## src/shared/pmx_map.svh

```systemverilog
// register offsets, field positions, vectors and reset values
// assumes 32-bit apb data, byte addresses on an 8-bit paddr
`ifndef PMX_MAP_SVH
`define PMX_MAP_SVH
// ********************************
// register offsets
// ********************************
`define PMX_A_CNT0      8'h00
`define PMX_A_CTL0      8'h10
`define PMX_A_CTL1      8'h14
`define PMX_A_SIA       8'h18
`define PMX_A_INSTR_BREAKPOINT_ADDR      8'h1C
`define PMX_A_MSR       8'h20
`define PMX_A_SAVE_RESTORE_PC      8'h24
`define PMX_A_SAVE_RESTORE_STATUS      8'h28
`define PMX_A_UCNT0     8'h40
`define PMX_A_UCTL0     8'h50
`define PMX_A_UCTL1     8'h54
`define PMX_A_USER_SAMPLED_ADDRESS_VIEW      8'h58
`define PMX_A_STEP      8'h04
// ********************************
// vectors
// ********************************
`define PMX_VEC_PM      32'h0000_0F00
`define PMX_VEC_BP      32'h0000_1300
`define PMX_VEC_HIGH    32'hFFF0_0000
`define PMX_VEC_LOW     32'h0000_0000
// ********************************
// machine state bits (bit 0 is lsb)
// ********************************
`define PMX_MSR_POW     18
`define PMX_MSR_ILE     16
`define PMX_MSR_EE      15
`define PMX_MSR_PR      14
`define PMX_MSR_FP      13
`define PMX_MSR_ME      12
`define PMX_MSR_FE0     11
`define PMX_MSR_SE      10
`define PMX_MSR_BE      9
`define PMX_MSR_FE1     8
`define PMX_MSR_IP      6
`define PMX_MSR_IR      5
`define PMX_MSR_DR      4
`define PMX_MSR_PM      2
`define PMX_MSR_RI      1
`define PMX_MSR_LE      0
`define PMX_SAVE_RESTORE_STATUS_KEEP   32'h87C0_FFFF
`define PMX_MSR_RST     32'h0000_0000
// ********************************
// control and breakpoint fields
// ********************************
`define PMX_CTL0_FRZ    0
`define PMX_CTL0_PMIE   1
`define PMX_CTL0_CIE    4
`define PMX_CTL1_SELW   3
`define PMX_INSTR_BREAKPOINT_ADDR_BE     0
`define PMX_INSTR_BREAKPOINT_ADDR_TE     1
`define PMX_INSTR_BREAKPOINT_ADDR_ALSB   2
`endif

```

## src/shared/pmx_pkg.sv

```systemverilog
// types shared by the exception unit and its bench
// assumes nothing beyond the map header
package pmx_pkg;
	typedef enum logic [1:0] {
		PMX_CAUSE_NONE,
		PMX_CAUSE_PM,
		PMX_CAUSE_BP
	} pmx_cause_t;
	typedef struct packed {
		logic        valid;
		pmx_cause_t  cause;
		logic [31:0] addr;
	} pmx_redirect_t;
endpackage

```

## src/pmx_brk_match.sv

```systemverilog
// instruction address breakpoint comparator
// assumes ea is the next instruction to complete
`timescale 1ns/1ps
`include "pmx_map.svh"
module pmx_brk_match (
	input  wire logic        valid,
	input  wire logic [31:0] bp_word,
	input  wire logic [31:0] ea,
	input  wire logic        itrans,
	output logic             hit
);
	logic addr_eq;
	logic te_eq;
	assign addr_eq = bp_word[31:`PMX_INSTR_BREAKPOINT_ADDR_ALSB] == ea[31:`PMX_INSTR_BREAKPOINT_ADDR_ALSB];
	assign te_eq = bp_word[`PMX_INSTR_BREAKPOINT_ADDR_TE] == itrans;
	assign hit = valid & addr_eq & te_eq & bp_word[`PMX_INSTR_BREAKPOINT_ADDR_BE];
endmodule

```

## src/pmx_event_counter.sv

```systemverilog
// one event counter with software load
// assumes count_en is already gated by freeze and event select
`timescale 1ns/1ps
module pmx_event_counter #(
	parameter int W = 32
) (
	input  wire logic         pclk,
	input  wire logic         presetn,
	input  wire logic         wr_en,
	input  wire logic [W-1:0] wr_data,
	input  wire logic         count_en,
	output logic      [W-1:0] value,
	output logic              ovf
);
	logic [W-1:0] cnt_reg;
	logic [W-1:0] cnt_next;
	// software load beats a same-cycle count
	assign cnt_next = wr_en ? wr_data : (count_en ? cnt_reg + 1'b1 : cnt_reg);
	always_ff @(posedge pclk or negedge presetn) begin
		if (!presetn) begin
			cnt_reg <= '0;
		end else begin
			cnt_reg <= cnt_next;
		end
	end
	assign value = cnt_reg;
	// msb set is the overflow condition
	assign ovf = cnt_reg[W-1];
endmodule

```

## src/pmx_exc_unit.sv

```systemverilog
// monitor interrupt and address breakpoint exception entry
// assumes core holds completion while complete_hold is high
// and that apb accesses come from a supervisor agent
`timescale 1ns/1ps
`include "pmx_map.svh"
module pmx_exc_unit #(
	parameter int NCNT = 4,
	parameter int NEVT = 8
) (
	input  wire logic                  pclk,
	input  wire logic                  presetn,
	input  wire logic                  psel,
	input  wire logic                  penable,
	input  wire logic                  pwrite,
	input  wire logic [7:0]            paddr,
	input  wire logic [31:0]           pwdata,
	output logic      [31:0]           prdata,
	output logic                       pready,
	output logic                       pslverr,
	input  wire logic [NEVT-1:0]       evt_in,
	input  wire logic [31:0]           sample_ea,
	input  wire logic [31:0]           next_ea,
	input  wire logic                  cmp_valid,
	input  wire logic [31:0]           cmp_ea,
	input  wire logic                  ext_irq_pend,
	input  wire logic                  trace_pend,
	input  wire logic                  soft_stop_en,
	output logic                       complete_hold,
	output logic                       trace_suppress,
	output logic                       dec_defer,
	output logic                       cop_bp_match,
	output logic                       soft_stop,
	output logic      [31:0]           msr_out,
	output pmx_pkg::pmx_redirect_t     redirect
);
	// ********************************
	// declarations
	// ********************************
	localparam int SW = `PMX_CTL1_SELW;
	logic [31:0]            ctl0_reg;
	logic [31:0]            ctl1_reg;
	logic [31:0]            sia_reg;
	logic [31:0]            instr_breakpoint_addr_reg;
	logic [31:0]            instr_breakpoint_addr_act_reg;
	logic                   instr_breakpoint_addr_dirty_reg;
	logic [31:0]            msr_reg;
	logic [31:0]            msr_next;
	logic [31:0]            save_restore_pc_reg;
	logic [31:0]            save_restore_status_reg;
	logic                   pm_cond_reg;
	logic                   pm_pend_reg;
	logic [31:0]            rdata_reg;
	logic [31:0]            rdata_next;
	pmx_pkg::pmx_redirect_t redir_reg;
	logic [31:0]            cnt_val [NCNT];
	logic [NCNT-1:0]        cnt_ovf;
	logic [NCNT-1:0]        cnt_hit;
	logic [NCNT-1:0]        ucnt_hit;
	logic                   wr_acc;
	logic                   acc;
	logic                   setup;
	logic                   ctl0_hit;
	logic                   ctl1_hit;
	logic                   sia_hit;
	logic                   instr_breakpoint_addr_hit;
	logic                   msr_hit;
	logic                   save_restore_pc_hit;
	logic                   save_restore_status_hit;
	logic                   user_hit;
	logic                   any_hit;
	logic                   bp_raw;
	logic                   bp_exc;
	logic                   pm_cond;
	logic                   pm_rise;
	logic                   pm_take;
	logic                   take;
	logic                   retire;
	logic [31:0]            vec_base;
	logic [31:0]            msr_clr;

	// ********************************
	// apb decode
	// ********************************
	assign setup = psel & ~penable;
	assign acc = psel & penable;
	assign wr_acc = acc & pwrite;
	assign ctl0_hit = paddr == `PMX_A_CTL0;
	assign ctl1_hit = paddr == `PMX_A_CTL1;
	assign sia_hit = paddr == `PMX_A_SIA;
	assign instr_breakpoint_addr_hit = paddr == `PMX_A_INSTR_BREAKPOINT_ADDR;
	assign msr_hit = paddr == `PMX_A_MSR;
	assign save_restore_pc_hit = paddr == `PMX_A_SAVE_RESTORE_PC;
	assign save_restore_status_hit = paddr == `PMX_A_SAVE_RESTORE_STATUS;
	assign user_hit = (|ucnt_hit) | (paddr == `PMX_A_UCTL0)
		| (paddr == `PMX_A_UCTL1) | (paddr == `PMX_A_USER_SAMPLED_ADDRESS_VIEW);
	assign any_hit = user_hit | (|cnt_hit) | ctl0_hit | ctl1_hit | sia_hit
		| instr_breakpoint_addr_hit | msr_hit | save_restore_pc_hit | save_restore_status_hit;
	// zero wait states; user views refuse writes
	assign pready = acc;
	assign pslverr = acc & (~any_hit | (pwrite & user_hit));

	// ********************************
	// event counters
	// ********************************
	genvar gi;
	generate
		for (gi = 0; gi < NCNT; gi++) begin : g_cnt
			logic [SW-1:0] sel;
			logic          cnt_en;
			assign cnt_hit[gi] = paddr == (`PMX_A_CNT0
				+ 8'(gi) * `PMX_A_STEP);
			assign ucnt_hit[gi] = paddr == (`PMX_A_UCNT0
				+ 8'(gi) * `PMX_A_STEP);
			assign sel = ctl1_reg[gi*SW +: SW];
			// selected event: clocks, misses, dispatches, mispredicts
			assign cnt_en = ~ctl0_reg[`PMX_CTL0_FRZ]
				& evt_in[sel];
			pmx_event_counter #(
				.W(32)
			) u_cnt (
				.pclk    (pclk),
				.presetn (presetn),
				.wr_en   (wr_acc & cnt_hit[gi]),
				.wr_data (pwdata),
				.count_en(cnt_en),
				.value   (cnt_val[gi]),
				.ovf     (cnt_ovf[gi])
			);
		end
	endgenerate

	// ********************************
	// read mux
	// ********************************
	always_comb begin
		rdata_next = 32'h0000_0000;
		for (int i = 0; i < NCNT; i++) begin
			if (cnt_hit[i] | ucnt_hit[i]) begin
				rdata_next = cnt_val[i];
			end
		end
		if (ctl0_hit | (paddr == `PMX_A_UCTL0)) begin
			rdata_next = ctl0_reg;
		end else if (ctl1_hit | (paddr == `PMX_A_UCTL1)) begin
			rdata_next = ctl1_reg;
		end else if (sia_hit | (paddr == `PMX_A_USER_SAMPLED_ADDRESS_VIEW)) begin
			rdata_next = sia_reg;
		end else if (instr_breakpoint_addr_hit) begin
			rdata_next = instr_breakpoint_addr_reg;
		end else if (msr_hit) begin
			rdata_next = msr_reg;
		end else if (save_restore_pc_hit) begin
			rdata_next = save_restore_pc_reg;
		end else if (save_restore_status_hit) begin
			rdata_next = save_restore_status_reg;
		end
	end
	// read data is caught in the setup cycle so it leaves a flop
	always_ff @(posedge pclk or negedge presetn) begin
		if (!presetn) begin
			rdata_reg <= 32'h0000_0000;
		end else if (setup & ~pwrite) begin
			rdata_reg <= rdata_next;
		end
	end
	assign prdata = rdata_reg;

	// ********************************
	// monitor interrupt condition
	// ********************************
	assign pm_cond = ctl0_reg[`PMX_CTL0_PMIE]
		& |(cnt_ovf & ctl0_reg[`PMX_CTL0_CIE +: NCNT]);
	assign pm_rise = pm_cond & ~pm_cond_reg;
	// ext pending or ee clear keeps the request parked
	assign pm_take = pm_pend_reg & msr_reg[`PMX_MSR_EE]
		& ~ext_irq_pend & ~bp_exc;
	// decrementer logic must wait while this one is takeable
	assign dec_defer = pm_pend_reg & msr_reg[`PMX_MSR_EE];
	always_ff @(posedge pclk or negedge presetn) begin
		if (!presetn) begin
			pm_cond_reg <= 1'b0;
			pm_pend_reg <= 1'b0;
		end else begin
			pm_cond_reg <= pm_cond;
			// a new rise in the take cycle stays pending
			pm_pend_reg <= pm_rise | (pm_pend_reg & ~pm_take);
		end
	end

	// ********************************
	// breakpoint
	// ********************************
	pmx_brk_match u_brk (
		.valid  (cmp_valid),
		.bp_word(instr_breakpoint_addr_act_reg),
		.ea     (cmp_ea),
		.itrans (msr_reg[`PMX_MSR_IR]),
		.hit    (bp_raw)
	);
	assign complete_hold = bp_raw;
	assign cop_bp_match = bp_raw;
	assign trace_suppress = bp_raw & trace_pend;
	assign soft_stop = bp_raw & soft_stop_en;
	assign bp_exc = bp_raw & ~soft_stop_en;
	assign retire = cmp_valid & ~complete_hold;
	// the compare keeps the old word until one more instruction
	// retires, which is the sync that software places after the write
	always_ff @(posedge pclk or negedge presetn) begin
		if (!presetn) begin
			instr_breakpoint_addr_reg <= 32'h0000_0000;
			instr_breakpoint_addr_act_reg <= 32'h0000_0000;
			instr_breakpoint_addr_dirty_reg <= 1'b0;
		end else begin
			if (wr_acc & instr_breakpoint_addr_hit) begin
				instr_breakpoint_addr_reg <= pwdata;
			end
			if (retire & instr_breakpoint_addr_dirty_reg) begin
				instr_breakpoint_addr_act_reg <= instr_breakpoint_addr_reg;
			end
			instr_breakpoint_addr_dirty_reg <= (wr_acc & instr_breakpoint_addr_hit)
				| (instr_breakpoint_addr_dirty_reg & ~retire);
		end
	end

	// ********************************
	// exception entry
	// ********************************
	assign take = bp_exc | pm_take;
	assign vec_base = msr_reg[`PMX_MSR_IP] ? `PMX_VEC_HIGH : `PMX_VEC_LOW;
	assign msr_clr = (32'h1 << `PMX_MSR_POW) | (32'h1 << `PMX_MSR_EE)
		| (32'h1 << `PMX_MSR_PR) | (32'h1 << `PMX_MSR_FP)
		| (32'h1 << `PMX_MSR_FE0) | (32'h1 << `PMX_MSR_SE)
		| (32'h1 << `PMX_MSR_BE) | (32'h1 << `PMX_MSR_FE1)
		| (32'h1 << `PMX_MSR_IR) | (32'h1 << `PMX_MSR_DR)
		| (32'h1 << `PMX_MSR_PM) | (32'h1 << `PMX_MSR_RI)
		| (32'h1 << `PMX_MSR_LE);
	always_comb begin
		msr_next = msr_reg & ~msr_clr;
		msr_next[`PMX_MSR_LE] = msr_reg[`PMX_MSR_ILE];
	end
	// entry beats a same-cycle software write to the saved state
	always_ff @(posedge pclk or negedge presetn) begin
		if (!presetn) begin
			msr_reg <= `PMX_MSR_RST;
			save_restore_pc_reg <= 32'h0000_0000;
			save_restore_status_reg <= 32'h0000_0000;
		end else if (take) begin
			msr_reg <= msr_next;
			save_restore_pc_reg <= bp_exc ? cmp_ea : next_ea;
			save_restore_status_reg <= msr_reg & `PMX_SAVE_RESTORE_STATUS_KEEP;
		end else begin
			if (wr_acc & msr_hit) begin
				msr_reg <= pwdata;
			end
			if (wr_acc & save_restore_pc_hit) begin
				save_restore_pc_reg <= pwdata;
			end
			if (wr_acc & save_restore_status_hit) begin
				save_restore_status_reg <= pwdata;
			end
		end
	end
	always_ff @(posedge pclk or negedge presetn) begin
		if (!presetn) begin
			redir_reg <= '0;
		end else begin
			redir_reg.valid <= take;
			redir_reg.cause <= bp_exc ? pmx_pkg::PMX_CAUSE_BP
				: (pm_take ? pmx_pkg::PMX_CAUSE_PM
				: pmx_pkg::PMX_CAUSE_NONE);
			redir_reg.addr <= vec_base
				| (bp_exc ? `PMX_VEC_BP : `PMX_VEC_PM);
		end
	end
	assign redirect = redir_reg;
	assign msr_out = msr_reg;

	// ********************************
	// control registers and sample
	// ********************************
	always_ff @(posedge pclk or negedge presetn) begin
		if (!presetn) begin
			ctl0_reg <= 32'h0000_0000;
			ctl1_reg <= 32'h0000_0000;
			sia_reg <= 32'h0000_0000;
		end else begin
			if (wr_acc & ctl0_hit) begin
				ctl0_reg <= pwdata;
			end
			if (wr_acc & ctl1_hit) begin
				ctl1_reg <= pwdata;
			end
			// hardware capture beats a software write
			if (pm_rise) begin
				sia_reg <= sample_ea;
			end else if (wr_acc & sia_hit) begin
				sia_reg <= pwdata;
			end
		end
	end

	// ********************************
	// checks
	// ********************************
	chk_pm_vector: assert property (
		@(posedge pclk) disable iff (!presetn)
		pm_take |=> redirect.valid && redirect.addr ==
			($past(vec_base) | `PMX_VEC_PM))
		else $error("monitor vector wrong");
	chk_bp_vector: assert property (
		@(posedge pclk) disable iff (!presetn)
		bp_exc |=> redirect.valid && redirect.addr ==
			($past(vec_base) | `PMX_VEC_BP))
		else $error("breakpoint vector wrong");
	chk_pm_below_ext: assert property (
		@(posedge pclk) disable iff (!presetn)
		ext_irq_pend |=> !(redirect.cause == pmx_pkg::PMX_CAUSE_PM))
		else $error("monitor taken over external");
	chk_save_restore_status_fill: assert property (
		@(posedge pclk) disable iff (!presetn)
		take |=> save_restore_status_reg == ($past(msr_reg) & `PMX_SAVE_RESTORE_STATUS_KEEP))
		else $error("status save wrong");
	chk_msr_entry: assert property (
		@(posedge pclk) disable iff (!presetn)
		take |=> !msr_reg[`PMX_MSR_EE] && !msr_reg[`PMX_MSR_IR]
			&& msr_reg[`PMX_MSR_LE] == $past(msr_reg[`PMX_MSR_ILE])
			&& msr_reg[`PMX_MSR_IP] == $past(msr_reg[`PMX_MSR_IP]))
		else $error("machine state entry wrong");
	chk_save_restore_pc_bp: assert property (
		@(posedge pclk) disable iff (!presetn)
		bp_exc |=> save_restore_pc_reg == $past(cmp_ea))
		else $error("return address wrong");
	chk_bp_hold: assert property (
		@(posedge pclk) disable iff (!presetn)
		(cmp_valid && instr_breakpoint_addr_act_reg[`PMX_INSTR_BREAKPOINT_ADDR_BE]
			&& instr_breakpoint_addr_act_reg[31:`PMX_INSTR_BREAKPOINT_ADDR_ALSB] == cmp_ea[31:`PMX_INSTR_BREAKPOINT_ADDR_ALSB]
			&& instr_breakpoint_addr_act_reg[`PMX_INSTR_BREAKPOINT_ADDR_TE] == msr_reg[`PMX_MSR_IR])
			|-> complete_hold && cop_bp_match)
		else $error("breakpoint hit not held");
	chk_pm_waits: assert property (
		@(posedge pclk) disable iff (!presetn)
		(pm_pend_reg && !msr_reg[`PMX_MSR_EE]) |=> pm_pend_reg)
		else $error("monitor request lost");
	chk_soft_stop: assert property (
		@(posedge pclk) disable iff (!presetn)
		(bp_raw && soft_stop_en) |=> !(redirect.cause
			== pmx_pkg::PMX_CAUSE_BP))
		else $error("soft stop took exception");
	chk_sia_capture: assert property (
		@(posedge pclk) disable iff (!presetn)
		pm_rise |=> sia_reg == $past(sample_ea))
		else $error("sampled address missed");
endmodule

```

## config.mk

```make
export PLATFORM = sky130hd
export DESIGN_NAME = pmx_exc_unit
export DESIGN_NICKNAME = d
export VERILOG_FILES = /design/src/shared/pmx_pkg.sv /design/src/pmx_brk_match.sv /design/src/pmx_event_counter.sv /design/src/pmx_exc_unit.sv
export VERILOG_INCLUDE_DIRS = /design/src /design/src/shared
export SDC_FILE = /design/constraint.sdc
export NUM_CORES = 1
export LEC_CHECK = 0
export BUFFER_PORTS_ARGS = -buffer_cell sky130_fd_sc_hd__buf_4
export CELL_PAD_IN_SITES_DETAIL_PLACEMENT = 0
export CELL_PAD_IN_SITES_GLOBAL_PLACEMENT = 1
export CORE_MARGIN = 3
export CORE_UTILIZATION = 47
export DETAILED_ROUTE_END_ITERATION = 10
export PLACE_DENSITY = 0.8
export REMOVE_ABC_BUFFERS = 1
export SLEW_MARGIN = 10
export SYNTH_ARGS = -nofsm -noshare
export SYNTH_HDL_FRONTEND = slang
export SYNTH_HIERARCHICAL = 1
export SYNTH_SLANG_ARGS = --single-unit
```

## constraint.sdc

```tcl
create_clock -name pclk -period 3.7 [get_ports pclk]
set_input_delay 0.555 -clock pclk [delete_from_list [all_inputs] [get_ports pclk]]
set_output_delay 0.555 -clock pclk [all_outputs]
set_load 0.005 [all_outputs]
```

# After elaboration in Yosys (flattened, before gate mapping)
# Cells that the tools add are included.
# classes
eq_ne	19
n_addsub	4
n_lt_le_gt_ge	4
bitwise_logic	72
n_reduce_logical	13
mux	40
# ops
operator	n
two-way mux 32 bit	27
adder 32 x 1 -> 32 bit (second input constant)	4
equality test 8 x 7 -> 1 bit (second input constant)	7
two-way mux 19 bit	2
AND 1 bit	36
equality test 8 x 5 -> 1 bit (second input constant)	4
bitwise OR 32 x 13 -> 32 bit	1
equality test 30 bit	1
equality test 8 x 6 -> 1 bit (second input constant)	3
bitwise OR 1 bit	22
equality test 8 x 4 -> 1 bit (second input constant)	2
< comparator 3 x 4 -> 1 bit (second input constant)	4
nonzero test 2 bit	8
two-way mux 13 bit	1
binary-select mux 1 bit (select 3 bit)	4
NOT 1 bit	12
OR reduction 4 bit	3
equality test 8 x 3 -> 1 bit (second input constant)	1
zero test 8 bit	1
two-way mux 1 bit	5
AND 4 bit	1
two-way mux 2 bit	1
AND reduction 2 bit	1
equality test 1 bit	1
# totals
wordCells	172
inputBits	153
register_bits	454
output_inout_bits	106

# Longest topological paths before layout
# depth
word_depth	16
depth_mapped	12

# By module
# Netlist, hierarchy kept.
# by_module_without_submodules
mod	area_per_inst_um2	seq_area_each_um2	cells_each	instances
pmx_exc_unit	16407.0	7432.1	1628	1
pmx_event_counter	1958.1	800.8	219	4
pmx_brk_match	346.6	0.0	42	1

# Least setup slack after synthesis
# No wires, ideal clock.
# synth_timing
path_type	input-to-reg
from	in cmp_ea[21]
to	reg save_restore_status_reg[10]
required_ns	3.617
stages	11
arrival_time_ns	3.040
setup_slack_ns	0.577
path_buffers	3
cell_sequence	xnor2_1 -> nand3_1 -> or4_1 -> nor4_2 -> nand2b_1 -> clkbuf_1 -> o21ai_1 -> clkbuf_1 -> clkbuf_1 -> nand2_1 -> o21ai_0
# synth_via
elab_chain_len	9
word_cells_on_any_way	10
# synth_lines
item	line_no	text
start, declared	pmx_exc_unit.sv:24	input wire logic [31:0] cmp_ea,
equality test 30 bit *	pmx_brk_match.sv:14	assign addr_eq = bp_word[31:`PMX_INSTR_BREAKPOINT_ADDR_ALSB] == ea[31:`PMX_INSTR_BREAKPOINT_ADDR_ALSB];
AND 1 bit * (3 in a row)	pmx_brk_match.sv:16	assign hit = valid & addr_eq & te_eq & bp_word[`PMX_INSTR_BREAKPOINT_ADDR_BE];
named net complete_hold	pmx_exc_unit.sv:28	output logic complete_hold,
AND 1 bit *	pmx_exc_unit.sv:204	assign bp_exc = bp_raw & ~soft_stop_en;
NOT 1 bit	pmx_exc_unit.sv:176	& ~ext_irq_pend & ~bp_exc;
AND 1 bit	pmx_exc_unit.sv:175	assign pm_take = pm_pend_reg & msr_reg[`PMX_MSR_EE]
bitwise OR 1 bit *	pmx_exc_unit.sv:228	assign take = bp_exc | pm_take;
two-way mux 32 bit / nonzero test 2 bit (equally long branches)	-	
end signal, assigned	pmx_exc_unit.sv:250	save_restore_status_reg <= msr_reg & `PMX_SAVE_RESTORE_STATUS_KEEP;
end signal, assigned	pmx_exc_unit.sv:259	save_restore_status_reg <= pwdata;
end, declared	pmx_exc_unit.sv:49	logic [31:0] save_restore_status_reg;
# Mark *: on every way through the listed nets, which the timed path passes. The rest lies on a longest branch.
# A chain may end at the register's enable or synchronous reset.

# Final worst setup path
# layout_timing
from	reg instr_breakpoint_addr_act_reg[17]
to	out soft_stop
# layout_via
elab_chain_len	5
# layout_lines
item	line_no	text
start, declared	pmx_exc_unit.sv:44	logic [31:0] instr_breakpoint_addr_act_reg;
start signal, assigned	pmx_exc_unit.sv:218	instr_breakpoint_addr_act_reg <= instr_breakpoint_addr_reg;
equality test 30 bit	pmx_brk_match.sv:14	
AND 1 bit (3 in a row)	pmx_brk_match.sv:16	
AND 1 bit	pmx_exc_unit.sv:203	assign soft_stop = bp_raw & soft_stop_en;
end, declared	pmx_exc_unit.sv:32	output logic soft_stop,
# Every way passes these cells.

==> key figures <==
Finish
  • Nets: around 2,900
  • Most common cell after layout, fill and taps aside: dfrtp_1
  • Synth-to-Final Area Change: 15.87%
  • Multi-input logic area: around 0.013 mm²
  • Max reg flops: between 100 and 150
  • Share of layout cells above drive strength 1: 21.11%
  • Most frequent cells in the layout: dfrtp_1, nand2_1, buf_4
  • FF/Latch Area: approximately 0.011 mm²
  • Fill cells: 4,612
  • Number of diodes: 0

Detailed routing
  • DR pass1 iterations: 5
  • WL per Instance: around 25 µm
  • Post-route ant nets: 0
  • Vias: ~22,000
  • Post-route DRC: 0
  • DR iter-0 viols: approximately 2,200
  • DRT Wirelength: about 87,000 µm
  • Vias per cell: about 6.4

CTS
  • Reg clk slew, reported paths: around 0.06 ns
  • CTS Hold Bufs: 0
  • Clock buffer depth: 3
  • Clock sink count: ~430
  • Clock Tree Root: clkbuf_16
  • Num CTS Buffers: 48
  • Post-CTS setup buffers: 0
  • Worst-Skew Late Latency: roughly 0.61 ns
  • CTS resizes: 0
  • CTS tree: yes
  • CTS H-tree lvls: 2

Floorplan
  • IO Pins: 259
  • Total die area: between 0.05 and 0.06 mm²
  • Die Height: ~230 µm
  • CORE AREA: between 0.05 and 0.06 mm²
  • Die W: 234.7 µm
  • Initial Util: 47.73%
  • Num rows: 83

Timing
  • Finish-stage setup viols: 0
  • Max Slew Vio Count: 0
  • Clk_skew: roughly 0.038 ns
  • Fin worst setup slack: ~0.37 ns
  • Setup TNS: 0 ns
  • Tmin final: approximately 3.3 ns
  • RSZ-0062 raised after global routing: false
  • Worst slew margin: 28.90%
  • Worst-Margin Slew: roughly 1.1 ns
  • Final Cycle Share: ~90%
  • Final hold violation count: 0
  • Achievable clock frequency: around 0.30 GHz

Job
  • Max Cap Viol: 0

Critical path
  • Critical path's largest stage delay: about 0.42 ns
  • Data arrival, critical path: 2.78 ns
  • R2R Path End: save_restore_pc_reg[27]
  • Setup CP Type: flop to primary output
  • Most used cell, CP: buf_4
  • FF-to-FF setup slack: roughly 0.71 ns
  • Startpoint Class: flop
  • Reg2reg path depth: 8
  • Slowest CP cell: nor4_2
  • Critical Path RT: between 3 and 4 ns
  • R2R Path Start: instr_breakpoint_addr_act_reg[17]
  • CP endpoint kind: primary output
  • Worst Path Max Fanout: 6
  • Critical-path cell list: xor2_1, nor4_1, nand4_1, nor4_2, buf_4, and2_1, buf_4

Yosys
  • Warnings from Yosys: 6
  • Sequential share of the synthesized area: a little over two fifths
  • Syn Inst Count: 2,546
  • Largest family of logic cells by synthesized area: compound AO/OA/AOI/OAI gates
  • Netlist cell types: just over 70
  • Ys async rst share: 100.0%
  • Mux contribution to synthesized area: about an eighth
  • Post-synthesis adder-cell area fraction: less than 1%
  • Synth area leader: dfrtp_1
  • Synth top area share: 43.26%
  • Xor and xnor area share after synthesis: 2.814%
  • Yosys reg bits: around 430
  • Synth Flop Type: dfrtp_1
  • Syn_area_per_cell: about 9.7 µm²
  • Top post-synthesis cells by area: dfrtp_1, mux2_2, nand2_1
  • Synth Area in Simple Gates: about 18%
  • Post-synth EDFFs: 0
  • Mapped cell area: 0.02459 mm²
  • Synth Area in Compound Gates: 18.19%

Place
  • Pre-CTS setup slack: roughly 0.44 ns
  • RePlAce Congestion: between 0.9 and 1
  • Count of input and output buffers: 243
  • Post-detail-place hpwl: between 60,000 and 70,000 µm

Global routing
  • Largest net degree at the start of global routing: about 110
  • Grt ovf: 0
  • Initial antenna violation count: 1
  • Vias in the first global route: roughly 21,000
  • GR Util All Layers: between 30% and 40%
  • First-pass GRT wire length: 130,000 µm

Power
  • Leak: between 10 and 15 nW
  • Peak supply drop: 0.0003406 V
  • Power density cells: between 400 and 500 mW/mm²

Worst hold path
  • Hold crit path type: primary input to async pin

Status
  • Status: completed
==> metrics by stage <==
step | hold slack, ns | utilization, % | total power, W | cells | instance area [µm²]
after floorplan | 0.2594 | - | 0.005906 | 2336 | 23420
after global routing | 0.09414 | 55.31 | 0.01204 | 3413 | 28490
after CTS | 0.08708 | 55.31 | 0.01170 | 3413 | 28490
after global placement | 0.4880 | 52.12 | 0.006676 | 3325 | 26850
final | 0.01035 | 55.31 | 0.01164 | 3413 | 28490
after detailed placement | 0.4954 | 52.12 | 0.006727 | 3325 | 26850
==> critical path: cells and delay by family, from the launching register on <==
kind | cells | cell delay [ns]
flip-flops | 1 | 0.39
AND/OR/NAND/NOR | 4 | 1.26
XOR/XNOR | 1 | 0.19
buffers and inverters | 2 | 0.32
==> where the power goes <==
group	switching [W]	internal (W)	total [W]
clock network	0.00206	0.00292	0.00498
registers	0.000339	0.00493	0.00527
logic	0.000787	0.000608	0.00139
==> logic make-up after synthesis <==
group,after synthesis
DFF,425
xor gates and xnor gates,79
buffers and inverters,244
and+or+nand+nor,810
adders and majority gates,4
AOI/OAI and AO/OA,700
muxes,282
other,2
==> layer usage <==
layer / GRT usage, % / wire, µm / vias up
li1: - / - / 9711
met1: 43.05 / 37420 / 10890
met2: 46.45 / 38690 / 1066
met3: 5.235 / 7267 / 174
met4: 11.50 / 3276 / 2
met5: 0 / 15 / -
==> synth_stat cells (26+ instances only) <==
cell and number:
mux2i_1 127, a22oi_1 56, o21ai_0 222, dfrtp_1 425, o22ai_1 53, nand2_1 373
nor2_1 87, buf_4 46, clkbuf_1 119, a221oi_1 29, buf_2 27, or4_1 50
o31ai_1 36, nand3_1 41, nor3_1 33, mux2_2 135, a31oi_1 63, xor2_1 58
o211ai_1 26, nand4_1 60, a21oi_1 88
==> layout make-up <==
cell class	instances	area share (%)
Timing Repair Buffer	309	8.872
Tap cell	680	2.987
Multi-Input combinational cell	1891	44.79
Clock inverter	15	0.8213
Clock buffer	73	4.932
Sequential cell	425	37.33
Inverter	20	0.2635
==> how the worst max path moves through the flow <==
stage                                 startpoint  slack, ns                 endpoint
6_report       instr_breakpoint_addr_act_reg[17]       0.37                soft_stop
2_1_floorplan                         cmp_ea[21]      -2.58              msr_out[21]
3_3_place_gp                          cmp_ea[17]       0.49  save_restore_pc_reg[27]
5_1_grt        instr_breakpoint_addr_act_reg[17]       0.20                soft_stop
4_1_cts        instr_breakpoint_addr_act_reg[17]       0.33                soft_stop
3_5_place_dp                          cmp_ea[17]       0.44  save_restore_pc_reg[18]
No activity file was read; power rests on OpenSTA's default activity.
